===== config.mk =====
export PLATFORM = sky130hd
export DESIGN_NAME = twt_engine
export DESIGN_NICKNAME = d
export VERILOG_FILES = /design/src/rtl/twt_pkg.sv /design/src/rtl/twt_engine.sv
export SDC_FILE = /design/constraint.sdc
export NUM_CORES = 1
export LEC_CHECK = 0
export BUFFER_PORTS_ARGS = -buffer_cell sky130_fd_sc_hd__buf_2
export CORE_ASPECT_RATIO = 1.75
export CORE_UTILIZATION = 45
export DETAILED_ROUTE_END_ITERATION = 6
export PLACE_DENSITY = 0.68
export SLEW_MARGIN = 20
export SYNTH_ARGS = -nofsm -noshare
export SYNTH_HDL_FRONTEND = slang
export SYNTH_HIERARCHICAL = 1
export SYNTH_SLANG_ARGS = --single-unit

===== constraint.sdc =====
create_clock -name clk -period 3.64 [get_ports clk]
set_clock_uncertainty 0.15 [all_clocks]
set_input_delay 1.092 -clock clk [delete_from_list [all_inputs] [get_ports clk]]
set_output_delay 1.092 -clock clk [all_outputs]
set_load 0.05 [all_outputs]

===== src/rtl/twt_pkg.sv =====
// Purpose: Shared types and constants for the two-wire target bit engine
// Assumes: Core clock well above the serial clock so every edge is seen
// Notes:   State codes follow a Gray walk in the order they are listed
package twt_pkg;

	// ==========================================================
	// Bus framing
	localparam int          TWT_BITS_PER_BYTE = 8;
	localparam logic [3:0]  TWT_ACK_SLOT      = 4'h8;
	localparam logic [3:0]  TWT_LAST_DATA_BIT = 4'h7;
	localparam logic [3:0]  TWT_TYPE_ID       = 4'hA;

	// ==========================================================
	// Power-up wait owed by the master after supply is stable
	localparam int          TWT_FIRST_COMMAND_WAIT_US = 100;
	localparam int          TWT_CLK_MHZ               = 100;
	localparam int          TWT_FIRST_COMMAND_WAIT_CYC =
		TWT_FIRST_COMMAND_WAIT_US * TWT_CLK_MHZ;

	// ==========================================================
	// Sizes of the receive buffer
	localparam int          TWT_FIFO_WIDTH = 8;
	localparam int          TWT_FIFO_DEPTH = 32;

	// ==========================================================
	// Engine states
	typedef enum logic [2:0] {
		TWT_ST_POR     = 3'b000,
		TWT_ST_STANDBY = 3'b001,
		TWT_ST_ADDR    = 3'b011,
		TWT_ST_RX      = 3'b010,
		TWT_ST_TX      = 3'b110,
		TWT_ST_IGNORE  = 3'b111
	} twt_state_t;

	// ==========================================================
	// Whole engine state, registered as one word
	typedef struct packed {
		logic       scl_s1;
		logic       scl_s2;
		logic       scl_d;
		logic       sda_s1;
		logic       sda_s2;
		logic       sda_d;
		logic       por_s1;
		logic       por_s2;
		logic [2:0] addr_s1;
		logic [2:0] addr_s2;
		twt_state_t state;
		logic [3:0] bitcnt;
		logic [7:0] shreg;
		logic       wr_pending;
		logic       sda_o;
		logic       sda_oe;
		logic       standby;
		logic       bus_idle;
		logic       start_p;
		logic       stop_p;
		logic       launch_p;
		logic       take_p;
		logic       push;
		logic       bit_armed;
	} twt_regs_t;

endpackage


===== src/rtl/twt_engine.sv =====
// Purpose: Bit-level target side of a two-wire serial memory interface
// Assumes: scl, sda, address straps and power-good come from outside this clock
// Notes:   Received bytes pass through a buffer; a full buffer answers no-ack
//
// Overview of operation
// RL1: Ignore the bus until power-on reset releases, then go to standby.
// RL2: Master waits 100 us after stable supply before its first command.
// RL3: Sample data on clock rise; change driven data only after clock fall.
// RL4: Bytes go most significant bit first, eight bits plus an answer clock.
// RL5: No pauses or spare clocks inside the nine clocks of a byte.
// RL6: Data changes only while clock is low, outside start and stop.
// RL7: Data falling while clock high is a start; it wakes from standby.
// RL8: Data rising while clock high is a stop; back to standby unless writing.
// RL9: Watch for start always; stay silent on the bus until one arrives.
// RL10: Bus is idle only while clock and data are both high.
// RL11: A repeated start begins a fresh command.
// RL12: Sender frees data after eighth bit; receiver holds low through ninth clock.
// RL13: Receiver releases data at the end of the ninth clock.
// RL14: High answer while device sends is no-ack; device releases the line.
// RL15: Standby after power-up, after a non-writing stop, after write completes.
// RL16: No limit on bytes between start and stop.
// RL17: Master recovers with up to nine dummy clocks until data released high.
// RL18: Acknowledge the first byte only when it carries this device's address.
// RL19: Start or stop mid-byte abandons the byte and clears the bit count.
`timescale 1ns/1ps

// ==========================================================
// Receive buffer
module twt_fifo #(
	parameter int WIDTH = 8,
	parameter int DEPTH = 32
) (
	input  wire logic             clk,
	input  wire logic             rst_n,
	input  wire logic             in_valid,
	output logic                  in_ready,
	input  wire logic [WIDTH-1:0] in_data,
	output logic                  out_valid,
	input  wire logic             out_ready,
	output logic      [WIDTH-1:0] out_data
);
	localparam int AW = $clog2(DEPTH);

	logic [WIDTH-1:0] mem [DEPTH];
	logic [AW-1:0]    wr_ptr_reg;
	logic [AW-1:0]    rd_ptr_reg;
	logic [AW:0]      count_reg;
	logic             do_wr;
	logic             do_rd;
	logic [AW-1:0]    rd_next;
	logic [AW:0]      count_next;
	logic             valid_reg;
	logic [WIDTH-1:0] head_reg;

	// Full and empty come from the count, so both are exact
	assign in_ready   = (count_reg != (AW + 1)'(DEPTH));
	assign out_valid  = valid_reg;
	assign out_data   = head_reg;
	assign do_wr      = in_valid && in_ready;
	assign do_rd      = out_valid && out_ready;
	assign rd_next    = rd_ptr_reg + AW'(do_rd);
	assign count_next = count_reg + (AW + 1)'(do_wr) - (AW + 1)'(do_rd);

	// Pointers wrap by width, so the depth must be a power of two
	always_ff @(posedge clk or negedge rst_n) begin
		if (!rst_n) begin
			wr_ptr_reg <= '0;
			rd_ptr_reg <= '0;
			count_reg  <= '0;
			valid_reg  <= 1'b0;
		end else begin
			if (do_wr) begin
				wr_ptr_reg <= wr_ptr_reg + 1'b1;
			end
			if (do_rd) begin
				rd_ptr_reg <= rd_ptr_reg + 1'b1;
			end
			count_reg <= count_next;
			valid_reg <= (count_next != '0);
		end
	end

	// Storage needs no reset; only written entries are ever read
	// Head is registered so the output leaves a flop; a write into the
	// slot that becomes the head bypasses the memory
	always_ff @(posedge clk) begin
		if (do_wr) begin
			mem[wr_ptr_reg] <= in_data;
		end
		if (do_wr && wr_ptr_reg == rd_next) begin
			head_reg <= in_data;
		end else begin
			head_reg <= mem[rd_next];
		end
	end
endmodule

// ==========================================================
// Engine top
module twt_engine
	import twt_pkg::*;
#(
	parameter int FIFO_WIDTH = TWT_FIFO_WIDTH,
	parameter int FIFO_DEPTH = TWT_FIFO_DEPTH
) (
	input  wire logic                  clk,
	input  wire logic                  rst_n,
	input  wire logic                  por_release,
	input  wire logic [2:0]            dev_addr,
	input  wire logic                  scl_i,
	input  wire logic                  sda_i,
	output logic                       sda_o,
	output logic                       sda_oe,
	input  wire logic                  write_busy,
	input  wire logic [7:0]            tx_data,
	output logic                       tx_take,
	output logic                       rx_valid,
	input  wire logic                  rx_ready,
	output logic      [FIFO_WIDTH-1:0] rx_data,
	output logic                       standby,
	output logic                       bus_idle,
	output logic                       start_seen,
	output logic                       stop_seen,
	output logic                       write_launch
);
	twt_regs_t st_reg;
	twt_regs_t st_next;
	logic      scl_rise;
	logic      scl_fall;
	logic      start_c;
	logic      stop_c;
	logic      fifo_ready;
	logic      addr_hit;

	// Edges come from the second sync stage against its delayed copy
	assign scl_rise = st_reg.scl_s2 && !st_reg.scl_d;
	assign scl_fall = !st_reg.scl_s2 && st_reg.scl_d;
	assign start_c  = st_reg.scl_s2 && st_reg.scl_d && st_reg.sda_d && !st_reg.sda_s2; // RL7
	assign stop_c   = st_reg.scl_s2 && st_reg.scl_d && !st_reg.sda_d && st_reg.sda_s2; // RL8
	// Busy writes refuse the address so the master can poll
	assign addr_hit = (st_reg.shreg[7:1] == {TWT_TYPE_ID, st_reg.addr_s2}) && !write_busy;

	// Next-state logic for the whole engine
	always_comb begin
		st_next          = st_reg;
		st_next.scl_s1   = scl_i;
		st_next.scl_s2   = st_reg.scl_s1;
		st_next.scl_d    = st_reg.scl_s2;
		st_next.sda_s1   = sda_i;
		st_next.sda_s2   = st_reg.sda_s1;
		st_next.sda_d    = st_reg.sda_s2;
		st_next.por_s1   = por_release;
		st_next.por_s2   = st_reg.por_s1;
		st_next.addr_s1  = dev_addr;
		st_next.addr_s2  = st_reg.addr_s1;
		st_next.sda_o    = 1'b0;
		st_next.bus_idle = st_reg.scl_s2 && st_reg.sda_s2; // RL10
		st_next.start_p  = 1'b0;
		st_next.stop_p   = 1'b0;
		st_next.launch_p = 1'b0;
		st_next.take_p   = 1'b0;
		st_next.push     = 1'b0;
		if (st_reg.state == TWT_ST_POR) begin
			// Bus traffic is ignored until power is good
			st_next.sda_oe = 1'b0; // RL1
			if (st_reg.por_s2) begin
				st_next.state = TWT_ST_STANDBY; // RL1 RL15
			end
		end else if (start_c) begin
			// Any start after power-on release, repeated or not, restarts the command
			st_next.state      = TWT_ST_ADDR; // RL7 RL11
			st_next.bitcnt     = 4'h0; // RL19
			st_next.bit_armed  = 1'b0; // RL19
			st_next.sda_oe     = 1'b0;
			st_next.wr_pending = 1'b0;
			st_next.start_p    = 1'b1;
		end else if (stop_c) begin
			st_next.state      = TWT_ST_STANDBY; // RL8 RL15
			st_next.bitcnt     = 4'h0; // RL19
			st_next.sda_oe     = 1'b0;
			st_next.stop_p     = 1'b1;
			st_next.launch_p   = st_reg.wr_pending; // RL8
			st_next.wr_pending = 1'b0;
		end else if (st_reg.state == TWT_ST_STANDBY || st_reg.state == TWT_ST_IGNORE) begin
			// Silent until a start; clocks here only let the master recover
			st_next.sda_oe = 1'b0; // RL9 RL17
		end else if (scl_rise) begin
			st_next.bit_armed = 1'b1;
			if (st_reg.bitcnt != TWT_ACK_SLOT) begin
				// Shift in on the rising edge, first bit lands on top; a send
				// shifts on the fall only, or it would skip bits
				if (st_reg.state != TWT_ST_TX) begin
					st_next.shreg = {st_reg.shreg[6:0], st_reg.sda_s2}; // RL3 RL4
				end
			end else if (st_reg.state == TWT_ST_TX && st_reg.sda_s2) begin
				// No-ack from the master ends the read
				st_next.state  = TWT_ST_IGNORE; // RL14
				st_next.sda_oe = 1'b0; // RL14
			end
		end else if (scl_fall && st_reg.bit_armed) begin // RL6
			// Drive changes only ever happen here, after the clock falls; the
			// fall that closes a start holds no bit and is not counted
			if (st_reg.bitcnt == TWT_LAST_DATA_BIT) begin
				st_next.bitcnt = TWT_ACK_SLOT;
				case (st_reg.state)
					TWT_ST_ADDR: begin
						st_next.sda_oe = addr_hit; // RL18 RL12
						if (!addr_hit) begin
							st_next.state = TWT_ST_IGNORE; // RL18
						end
					end
					TWT_ST_RX: begin
						// A full buffer answers no-ack so no byte is lost
						st_next.sda_oe = fifo_ready; // RL12
						st_next.push   = fifo_ready;
						st_next.wr_pending = st_reg.wr_pending || fifo_ready;
					end
					default: begin
						st_next.sda_oe = 1'b0; // RL12
					end
				endcase
			end else if (st_reg.bitcnt == TWT_ACK_SLOT) begin
				st_next.bitcnt = 4'h0; // RL4 RL16
				st_next.sda_oe = 1'b0; // RL13
				if ((st_reg.state == TWT_ST_ADDR && st_reg.shreg[0]) ||
				    st_reg.state == TWT_ST_TX) begin
					// Load the next byte and put its top bit out
					st_next.state  = TWT_ST_TX;
					st_next.shreg  = tx_data;
					st_next.sda_oe = !tx_data[7]; // RL3 RL4
					st_next.take_p = 1'b1;
				end else if (st_reg.state == TWT_ST_ADDR) begin
					st_next.state = TWT_ST_RX;
				end
			end else begin
				st_next.bitcnt = st_reg.bitcnt + 4'h1; // RL5
				if (st_reg.state == TWT_ST_TX) begin
					st_next.shreg  = {st_reg.shreg[6:0], 1'b0};
					st_next.sda_oe = !st_reg.shreg[6]; // RL3
				end
			end
		end
		st_next.standby = (st_next.state == TWT_ST_STANDBY) && !write_busy; // RL15
	end

	// One register stage for all state
	always_ff @(posedge clk or negedge rst_n) begin
		if (!rst_n) begin
			st_reg          <= '0;
			st_reg.scl_s1   <= 1'b1;
			st_reg.scl_s2   <= 1'b1;
			st_reg.scl_d    <= 1'b1;
			st_reg.sda_s1   <= 1'b1;
			st_reg.sda_s2   <= 1'b1;
			st_reg.sda_d    <= 1'b1;
			st_reg.state    <= TWT_ST_POR;
		end else begin
			st_reg <= st_next;
		end
	end

	twt_fifo #(
		.WIDTH (FIFO_WIDTH),
		.DEPTH (FIFO_DEPTH)
	) u_rx_fifo (
		.clk       (clk),
		.rst_n     (rst_n),
		.in_valid  (st_reg.push),
		.in_ready  (fifo_ready),
		.in_data   (FIFO_WIDTH'(st_reg.shreg)),
		.out_valid (rx_valid),
		.out_ready (rx_ready),
		.out_data  (rx_data)
	);

	// Outputs straight from the state word
	assign sda_o        = st_reg.sda_o;
	assign sda_oe       = st_reg.sda_oe;
	assign tx_take      = st_reg.take_p;
	assign standby      = st_reg.standby;
	assign bus_idle     = st_reg.bus_idle;
	assign start_seen   = st_reg.start_p;
	assign stop_seen    = st_reg.stop_p;
	assign write_launch = st_reg.launch_p;
endmodule


; ---- Yosys cells after proc, flatten, opt, wreduce, memory -nomap -nowiden
; Memory sizes are Yosys's and may differ from the RTL's. A register that Yosys moved wholly into a read port is not among the register bits.
; Index checks and enable logic that the tools add are counted.
[totals]
reg_bits = 56
ramBits = 256
output_inout_bits = 17
word_cells = 162
mem_count = 1
[mem_list]
columns = memory, words, width, read_ports, rd_ports_with_merged_regs, wr, line_no
row1 = u_rx_fifo.mem, 32, 8, 1, 1, 1, twt_engine.sv:44  ; logic [WIDTH-1:0] mem [DEPTH];
[classes]
n_addsub = 6
n_eq_ne = 22
n_mux = 62
n_bitwise = 4
n_reduce_logical = 40
[ops]
columns = op, n
row1 = $mux 12, 5
row2 = $mux 8, 6
row3 = $mux 3, 12
row4 = $mux 16, 2
row5 = $mux 1, 27
row6 = $mux 7, 3
row7 = $logic_and 1x1->1, 15
row8 = $ne 6x6->1 const B, 2
row9 = $reduce_and 4->1, 3
row10 = $reduce_bool 6->1, 2
row11 = $add 5x1->5 const B, 2
row12 = $reduce_and 10->1, 1
row13 = $reduce_bool 3->1, 3
row14 = $mux 4, 2
row15 = $reduce_bool 8->1, 1
row16 = $eq 7x7->1, 1
row17 = $logic_not 1->1, 7
row18 = $ne 7x6->1 const B, 1
row19 = $reduce_bool 7->1, 1
row20 = $add 6x1->6, 1
row21 = $eq 3x1->1 const B, 2
row22 = $eq 3x2->1 const B, 2
row23 = $eq 3x3->1 const B, 2
row24 = $mux 2, 3
row25 = other kinds (18), 28

; ---- Logic depth before layout (Yosys ltp)
; Gate-level depths: netlist of run 1.
[logic_depth]
word_depth = 18
ltp_mapped = 16
mapped_depth_nobuf = 15

; ---- Modules after synthesis
; Netlist of run 1, hierarchy kept.
[modules_own_cells]
columns = mod, instances, cells_each, area_per_inst_um2, seq_area_each_um2
row1 = twt_fifo, 1, 610, 11038.1, 8212.9
row2 = twt_engine, 1, 160, 1801.7, 983.4

; ---- Worst setup path before layout of run 1
; No wires, ideal clock.
[synth_path]
kind = input-to-reg
startpoint = in rx_ready
endpoint = reg u_rx_fifo.valid_reg, in the netlist u_rx_fifo/out_valid
setup_ps = 138
arrival_time_ps = 3236
path_slack_ps = 115
path_stages = 12
path_cell_list = and2_1 > clkbuf_1 > ha_1 > inv_1 > ha_1 > inv_1 > fa_1 > inv_1 > a21oi_1 > o21a_1 > xnor2_1 > or4b_1
[synth_between]
elab_chain_len = 3
[synth_rtl]
columns = element, line_no
row1 = "start, declared", twt_engine.sv:118  ; input wire logic rx_ready,
row2 = $logic_and 1x1->1, twt_engine.sv:60  ; assign do_rd = out_valid && out_ready;
row3 = named net u_rx_fifo.do_rd, twt_engine.sv:49  ; logic do_rd;
row4 = $sub 6x1->6, twt_engine.sv:62  ; assign count_next = count_reg + (AW + 1)'(do_wr) - (AW + 1)'(do_rd);
row5 = named net u_rx_fifo.count_next[4], twt_engine.sv:51  ; logic [AW:0] count_next;
row6 = $reduce_bool 6->1, twt_engine.sv:79  ; valid_reg <= (count_next != '0);
row7 = "end signal, assigned", twt_engine.sv:79
row8 = "end, declared", twt_engine.sv:52  ; logic valid_reg;
; The timed path passes the listed nets, and every way through them passes these cells.
; A chain may end at the register's enable or synchronous reset.

==> flow_summary.rst, run 1 <==
.. list-table::
   :header-rows: 1

   * - Metric
     - Value
   * - Total inserted antenna cells
     - 0
   * - Insertion delay of the later-clocked pin in the worst-skew pair
     - roughly 0.55 ns
   * - Largest net degree at the start of global routing
     - 36
   * - Maximum count of clock buffers along a single path
     - 3
   * - Global-route wire length before repair
     - between 40000 and 50000 um
   * - Clk root buf
     - sky130_fd_sc_hd__clkbuf_16
   * - Shortest clock period the worst path allows after layout
     - around 3.6 ns
   * - Pre-Repair DR Iteration Count
     - 5
   * - Post-synth net total
     - ~800
   * - Startpoint kind of the worst setup timing path
     - register
   * - Number of DRC markers in iteration 0
     - around 480
   * - Sequential element share of the synthesized area
     - a little under three quarters
   * - Total of max-cap violations
     - 0
   * - Proportion of synthesized flip-flops having asynchronous set or reset
     - between 10% and 20%
   * - Dominant register cell in the synthesized netlist
     - sky130_fd_sc_hd__edfxtp_1
   * - Die area
     - slightly below 0.03 mm^2
   * - Warnings from Yosys
     - 6
   * - Crit path kind
     - reg -> out
   * - Largest register FFs
     - around 260
   * - FF+latch count, synth
     - 317
   * - Global route total overflow
     - 0
   * - Post-Syn Instances
     - between 700 and 800
   * - Top-Level Pins
     - 35
   * - CTS Buf Count
     - 27
   * - Number of distinct library cells after synthesis
     - between 60 and 70
   * - Slew Limit Fails
     - 0
   * - Post-synth top area share
     - about three fifths
   * - Standard-cell row count
     - 81
   * - Total power density per cell area
     - slightly above 700 mW/mm^2
   * - Width of the die
     - ~130 um
   * - Part of the cycle the worst path needs
     - 99.9%
   * - Via count normalized by instance count
     - 5.55
   * - Required time of the worst setup path
     - ~2.4 ns
   * - Leading cell types by total area after synthesis
     - sky130_fd_sc_hd__edfxtp_1, sky130_fd_sc_hd__dfrtp_1, sky130_fd_sc_hd__mux4_2
   * - Number of hold violations in the final report
     - 0
   * - Filler Cell Count
     - roughly 2.3k
   * - Number of synthesized flops with an enable pin
     - 256
   * - Static leakage
     - about 5 nW
   * - Total setup violations reported at the end of the flow
     - 0
   * - Layout cell share with drive strength beyond 1
     - 25.4%
   * - Clock input transition at the sequential cells of the worst setup and hold paths
     - ~0.06 ns
   * - Cell repeated most along the worst path
     - sky130_fd_sc_hd__buf_6
   * - Finished Layout Cells
     - 1243
   * - Initial core utilization
     - between 40% and 50%
   * - CTS tree
     - built
   * - HPWL reported at the end of detailed placement
     - 18100 um
   * - Number of placed cells counting well taps
     - around 1.2k
   * - Path class of the lowest-slack min-delay path
     - reg -> reg
   * - DRT Wirelength
     - between 20000 and 30000 um
   * - Setup WS post-layout
     - 0.00488 ns
   * - CP endpoint kind
     - output pin
   * - DRC violation count after routing
     - 0
   * - Worst-margin pin slew
     - 0.960 ns
   * - Worst EP arrival
     - about 2.4 ns
   * - Vias in the first global route
     - about 7.1k
   * - Slew HR
     - between 30% and 40%
   * - Synth Area per Inst
     - 16.7 um^2
   * - Gp weighted congestion
     - 0.878
   * - CP peak stage delay
     - roughly 0.52 ns
   * - Total core area
     - roughly 0.028 mm^2
   * - Critical Path, Cell by Cell
     - buf_6, buf_12, buf_4, mux4_2, a22oi_2, nand3_2, buf_6
   * - Post-synth top area cell
     - sky130_fd_sc_hd__edfxtp_1
   * - Wire length per cell
     - approximately 22 um
   * - Fmax achieved
     - approximately 280 MHz
   * - Buffers and inverters on the worst path
     - 4
   * - Combined area of all synthesized cells
     - roughly 0.013 mm^2
   * - Total Power
     - 0.0107 W
   * - Worst VDD drop
     - between 400 and 500 uV
   * - Slowest cell on the critical path
     - sky130_fd_sc_hd__mux4_2
   * - Global router's overall resource usage
     - 19.3%
   * - Unrepaired setup endpoints after global routing
     - true
   * - Worst slack after detailed placement
     - 0.0617 ns
   * - Area added between synthesis and finish
     - 17.3%
   * - Clk sink count
     - 317
   * - Post-route antenna net violation count
     - 0
   * - H-tree lvl count
     - 1
   * - Number of antenna violations at the first check in global routing
     - 0
   * - Maximum fanout along the worst path
     - 7
   * - Final design area excluding fillers
     - roughly 0.015 mm^2
   * - Port Buffers
     - 33
   * - Placed instance area
     - ~0.014 mm^2
   * - Chip Height
     - between 200 and 250 um
   * - Result of the run
     - complete, no violations
   * - Vias
     - about 6.9k
   * - Family with the most delay on the worst path
     - buffers and inverters
   * - Number of nets in the finished design
     - just under 900
cell usage after synthesis (3+ instances only):
| cell type | count |
|---|---|
| sky130_fd_sc_hd__nor2b_1 | 11 |
| sky130_fd_sc_hd__dfxtp_1 | 5 |
| sky130_fd_sc_hd__a31oi_1 | 12 |
| sky130_fd_sc_hd__nor2_1 | 51 |
| sky130_fd_sc_hd__clkbuf_1 | 9 |
| sky130_fd_sc_hd__buf_4 | 3 |
| sky130_fd_sc_hd__mux2i_1 | 57 |
| sky130_fd_sc_hd__nand4_1 | 5 |
| sky130_fd_sc_hd__a211oi_1 | 8 |
| sky130_fd_sc_hd__and2_1 | 5 |
| sky130_fd_sc_hd__dfrtp_1 | 50 |
| sky130_fd_sc_hd__dfstp_2 | 6 |
| sky130_fd_sc_hd__ha_1 | 17 |
| sky130_fd_sc_hd__buf_2 | 19 |
| sky130_fd_sc_hd__mux4_2 | 32 |
| sky130_fd_sc_hd__nand2b_1 | 3 |
| sky130_fd_sc_hd__edfxtp_1 | 256 |
| sky130_fd_sc_hd__nand2_1 | 23 |
| sky130_fd_sc_hd__nand3b_1 | 9 |
| sky130_fd_sc_hd__a2111oi_0 | 8 |
| sky130_fd_sc_hd__xnor2_1 | 14 |
| sky130_fd_sc_hd__mux2_2 | 8 |
| sky130_fd_sc_hd__xor2_1 | 5 |
| sky130_fd_sc_hd__nand3_1 | 14 |
| sky130_fd_sc_hd__a22oi_1 | 25 |
| sky130_fd_sc_hd__and3b_1 | 3 |
| sky130_fd_sc_hd__o21ai_0 | 9 |
| sky130_fd_sc_hd__a22o_1 | 16 |
| sky130_fd_sc_hd__inv_1 | 19 |
| sky130_fd_sc_hd__nor3_1 | 6 |
| sky130_fd_sc_hd__a21oi_1 | 16 |
| sky130_fd_sc_hd__nor3b_1 | 3 |
| sky130_fd_sc_hd__buf_1 | 4 |
| sky130_fd_sc_hd__nor4_1 | 3 |
cell type report:
class,count,area [um^2],share of cell area [%]
clock inverters,14,153,1.01
repair buffers,87,828,5.50
inverters,19,71.3,0.474
clock buffers,36,709,4.71
flip-flops and latches,317,9210,61.1
well taps,373,467,3.10
multi-input cells,397,3620,24.1
stage by stage:
step / hold WS [ns] / utilization (%) / TNS, ns
finish: 0.203 / 53.8 / 0
global route: 0.212 / 53.8 / -0.368
CTS: 0.207 / 52.7 / -0.280
detailed placement: 0.192 / 48.6 / 0
global placement: 0.185 / 48.6 / 0
floorplan: 0.181 / - / 0
placed cells by master (no fill, tap or decap), types with 14 or more instances in the layout:
| cell type | synthesis | layout |
|---|---|---|
| sky130_fd_sc_hd__buf_2 | 19 | 25 |
| sky130_fd_sc_hd__mux2i_1 | 57 | 55 |
| sky130_fd_sc_hd__dfrtp_1 | 50 | 49 |
| sky130_fd_sc_hd__inv_1 | 19 | 19 |
| sky130_fd_sc_hd__clkbuf_16 | 0 | 29 |
| sky130_fd_sc_hd__ha_1 | 17 | 17 |
| sky130_fd_sc_hd__edfxtp_1 | 256 | 256 |
| sky130_fd_sc_hd__mux4_2 | 32 | 32 |
| sky130_fd_sc_hd__a22oi_2 | 0 | 14 |
| sky130_fd_sc_hd__a21oi_1 | 16 | 16 |
| sky130_fd_sc_hd__a22o_1 | 16 | 16 |
| sky130_fd_sc_hd__nor2_1 | 51 | 50 |
| sky130_fd_sc_hd__xnor2_1 | 14 | 14 |
| sky130_fd_sc_hd__nand2_1 | 23 | 22 |
| sky130_fd_sc_hd__buf_4 | 3 | 38 |
final timing paths:
check | slack (ns) | end | startpoint | cells after the start
max | 0.005 | rx_data[0] | register | 7
min in group asynchronous | 0.41 | st_reg[19]$_DFFE_PN0P_ | rst_n | 1
max in group asynchronous | 2.20 | st_reg[37]$_DFF_PN1_ | rst_n | 2
min reg2reg | 0.20 | st_reg[32]$_DFF_PN0_ | st_next[32]$_DFF_PN0_ | 0
max reg2reg | 0.36 | u_rx_fifo/out_valid$_DFF_PN0_ | u_rx_fifo/count_reg[2]$_DFF_PN0_ | 15
min | 0.20 | st_reg[32]$_DFF_PN0_ | st_next[32]$_DFF_PN0_ | 0
cell families after synthesis:
group / share of synthesized area, %
AO/OA/AOI/OAI: 6.41
buffers and inverters: 1.98
flip-flops: 71.6
adder cells (fa/ha/maj): 1.81
XOR/XNOR: 1.42
multiplexers: 10.8
AND/OR/NAND/NOR: 5.96
other: 0.0292
metal layers:
layer	GRT usage, %	vias to the layer above	wire [um]
li1	-	3162	-
met1	19.9	3521	9610
met3	2.23	55	968
met2	37.7	163	15800
met4	8.93	0	1140
met5	0	-	0
power breakdown:
group | internal (W) | switching (W)
clock network | 0.00159 | 0.00124
logic | 0.00160 | 0.00197
registers | 0.00410 | 0.000178
total | 0.00729 | 0.00339
timing repair:
item,4_1_cts,5_1_grt
pin swaps,3,10
gates cloned,2,2
resized for setup,38,39
hold buffers,0,0
endpoints found under the setup margin,8,8
buffers inserted,7,7
Power figures use the tool's default switching activity.
==> run 2: changes to the inputs <==
Settings changed: BUFFER_PORTS_ARGS -buffer_cell sky130_fd_sc_hd__buf_2 to -buffer_cell sky130_fd_sc_hd__clkbuf_2.
==> run 2 against run 1 <==
Against the previous run:
- routed wire length rose by 1.1%
- fmax rose by 0.31%
- largest cell class unchanged
- first-iteration DRC count rose by 2.7%
- critical path depth did not move
- sequential power barely moved
- global-route usage rose by 0.14 points
- core utilization rose by 0.71 points
- total power rose by 2.8%
- non-clock buffer count rose by 4
- register-to-register slack improved by 0.02 ns
- largest power group unchanged
- cell count rose by 0.48%
==> flow_summary.rst, run 2 (synthesized netlist as in run 1, its figures left out) <==
.. list-table::
   :header-rows: 1

   * - Metric
     - Value
   * - Share of power burned in registers
     - 38.9% (-1.2 points)
   * - Final standard cell utilization of the core
     - 54.5% (+0.71 points)
   * - Critical Path, Cell by Cell
     - buf_12, buf_12, mux4_2, a22oi_2, buf_4, nand3_4, clkbuf_16
   * - Largest net degree at the start of global routing
     - 36 (unchanged)
   * - Flip-flop and latch area
     - 0.00921 mm^2 (unchanged)
   * - Most frequent standard cell in the layout excluding fill and tap cells
     - sky130_fd_sc_hd__edfxtp_1
   * - CTS tree
     - built
   * - Clk root buf
     - sky130_fd_sc_hd__clkbuf_16
   * - Number of hold violations in the final report
     - 0 (unchanged)
   * - Minimum hold slack
     - 0.203 ns (+0.000452 ns)
   * - Path class of the lowest-slack min-delay path
     - reg -> reg
   * - Part of the cycle the worst path needs
     - 99.6% (-0.31 points)
   * - Shortest clock period the worst path allows after layout
     - 3.62 ns (-0.0114 ns)
   * - Worst-margin pin slew
     - 0.907 ns (-0.0532 ns)
   * - Area of the multi-input gates
     - 0.00368 mm^2 (+1.6%)
   * - Worst EP arrival
     - 2.38 ns (about the same)
   * - Total setup violations reported at the end of the flow
     - 0 (unchanged)
   * - Via count normalized by instance count
     - 5.57 (+0.26%)
   * - Number of antenna violations at the first check in global routing
     - 0 (unchanged)
   * - Post-route antenna net violation count
     - 0 (unchanged)
   * - Area added between synthesis and finish
     - 18.8%
   * - Combinational fraction of design power
     - 34.8% (+1.4 points)
   * - H-tree lvl count
     - 1 (unchanged)
   * - Global router's overall resource usage
     - 19.4% (+0.14 points)
   * - Commonest non-fill, non-tap cells in the layout
     - sky130_fd_sc_hd__edfxtp_1, sky130_fd_sc_hd__mux2i_1, sky130_fd_sc_hd__nor2_1
   * - Die area
     - 0.0292 mm^2 (unchanged)
   * - Width of the die
     - 130 um (unchanged)
   * - Global-route wire length before repair
     - 41600 um (+1.1%)
   * - DRC violation count after routing
     - 0 (unchanged)
   * - Required time of the worst setup path
     - 2.40 ns (about the same)
   * - Total Power
     - 0.0110 W (+2.8%)
   * - HPWL reported at the end of detailed placement
     - 18300 um (+0.62%)
   * - Top-Level Pins
     - 35 (unchanged)
   * - Gp weighted congestion
     - 0.812 (-7.5%)
   * - Finished Layout Cells
     - 1249 (+0.48%)
   * - Largest register FFs
     - 256 (unchanged)
   * - Unrepaired setup endpoints after global routing
     - true
   * - Global route total overflow
     - 0 (unchanged)
   * - Layout cell share with drive strength beyond 1
     - 26.0% (+0.63 points)
   * - Number of placed cells counting well taps
     - 1175 (unchanged)
   * - Cell repeated most along the worst path
     - sky130_fd_sc_hd__buf_12
   * - Insertion delay of the later-clocked pin in the worst-skew pair
     - 0.56 ns (about the same)
   * - Slew Limit Fails
     - 0 (unchanged)
   * - Static leakage
     - 5.23 nW (+1.6%)
   * - Startpoint kind of the worst setup timing path
     - register
   * - Port Buffers
     - 33 (unchanged)
   * - Initial core utilization
     - 45.9% (unchanged)
   * - Proportion of total power due to net switching
     - 31.9% (+0.21 points)
   * - Vias
     - 6952 (+0.74%)
   * - Cell Int Power
     - 0.00747 W (+2.5%)
   * - Slowest cell on the critical path
     - sky130_fd_sc_hd__mux4_2
   * - Result of the run
     - complete, no violations
   * - Vias in the first global route
     - 6990 (-1.7%)
   * - Total of max-cap violations
     - 0 (unchanged)
   * - Maximum count of clock buffers along a single path
     - 3 (unchanged)
   * - Wire length per cell
     - 22.2 um (+0.59%)
   * - Sw power
     - 0.00350 W (+3.5%)
   * - Clock input transition at the sequential cells of the worst setup and hold paths
     - 0.06 ns (about the same)
   * - Fmax achieved
     - 276 MHz (+0.31%)
   * - Maximum fanout along the worst path
     - 7 (unchanged)
   * - Filler Cell Count
     - 2224 (-2.3%)
   * - Total power density per cell area
     - 719 mW/mm^2 (+1.5%)
   * - Total inserted antenna cells
     - 0 (unchanged)
   * - Clk sink count
     - 317 (unchanged)
   * - Total core area
     - 0.0280 mm^2 (unchanged)
   * - DRT Wirelength
     - 27800 um (+1.1%)
   * - Number of nets in the finished design
     - 890 (+0.56%)
   * - Setup WS post-layout
     - 0.0162 ns (+0.0114 ns)
   * - Number of DRC markers in iteration 0
     - 492 (+2.7%)
   * - CP peak stage delay
     - 0.55 ns (+0.03 ns)
   * - Buffers and inverters on the worst path
     - 4 (unchanged)
   * - CP endpoint kind
     - output pin
   * - Worst slack after detailed placement
     - -0.0868 ns (-0.148 ns)
   * - Part of the power in the clock network
     - 26.3% (-0.2 points)
   * - Family with the most delay on the worst path
     - buffers and inverters
   * - Slew HR
     - 39.3% (+3.8 points)
   * - Worst VDD drop
     - 526 uV (+13%)
   * - Crit path kind
     - reg -> out
   * - Chip Height
     - 225 um (unchanged)
   * - Standard-cell row count
     - 81 (unchanged)
   * - Pre-Repair DR Iteration Count
     - 7 (+2)
   * - CTS Buf Count
     - 28 (+3.7%)
## run 2: metrics by stage
stage	instance area, um^2	setup TNS, ns
final	15300	0
after global routing	15300	-0.113
after CTS	14900	-0.0104
after detailed placement	13600	-0.0868
after global placement	13600	-0.115
after floorplan	12800	0
## run 2: repair_timing
action	4_1_cts	5_1_grt
hold buffers	0	0
pin swaps	3	8
gates cloned	1	2
hold endpoints to repair	0	0
gates resized for setup	51	36
setup buffers	12	8
endpoints found under the setup margin	8	8
## run 2: layer usage
layer / global-route usage (%) / vias to the layer above / share of wire (%)
met5: 0 / - / 0
met4: 9.60 / 0 / 4.5
li1: - / 3172 / -
met3: 2.35 / 65 / 3.5
met2: 35.9 / 164 / 56
met1: 21.7 / 3551 / 36
## run 2: cell type report
class / count / area share, %
flip-flops and latches: 317 / 60.3
multi-input cells: 397 / 24.1
repair buffers: 91 / 6.04
clock buffers: 42 / 5.26
well taps: 373 / 3.06
clock inverters: 10 / 0.697
inverters: 19 / 0.467
## run 2: path summary, 6_finish.rpt
check,endpoint,startpoint,slack (ns),depth (start not counted)
worst max register to register,u_rx_fifo/out_valid$_DFF_PN0_,u_rx_fifo/count_reg[3]$_DFF_PN0_,0.38,15
worst min register to register,st_reg[27]$_DFF_PN0_,st_next[27]$_DFF_PN0_,0.20,0
worst max-delay path,rx_data[0],register,0.02,7
max in group asynchronous,st_next[37]$_DFF_PN1_,rst_n,2.26,2
worst min-delay path,st_reg[27]$_DFF_PN0_,st_next[27]$_DFF_PN0_,0.20,0
min in group asynchronous,st_reg[20]$_DFFE_PN0P_,rst_n,0.32,1
## run 2: power groups by stage
stage	Combinational, W	Sequential (W)	Clock, W
detailed placement	0.00273	0.00442	0
global route	0.00404	0.00429	0.00310
floorplan	0.00200	0.00430	0
finish	0.00382	0.00426	0.00289
global placement	0.00271	0.00442	0
CTS	0.00341	0.00428	0.00295
## run 2: worst register-to-register path, cell delays in order (launching register included)
cell                      delay (ns)
sky130_fd_sc_hd__dfrtp_1        0.36
sky130_fd_sc_hd__inv_1          0.07
sky130_fd_sc_hd__ha_1           0.18
sky130_fd_sc_hd__nand3_1        0.13
sky130_fd_sc_hd__and2_1         0.21
sky130_fd_sc_hd__inv_1          0.07
sky130_fd_sc_hd__ha_1           0.29
sky130_fd_sc_hd__inv_1          0.06
sky130_fd_sc_hd__ha_1           0.20
sky130_fd_sc_hd__inv_1          0.08
sky130_fd_sc_hd__fa_1           0.43
sky130_fd_sc_hd__inv_1          0.07
sky130_fd_sc_hd__a21oi_1        0.06
sky130_fd_sc_hd__o21a_1         0.18
sky130_fd_sc_hd__xnor2_1        0.13
sky130_fd_sc_hd__or4b_1         0.46
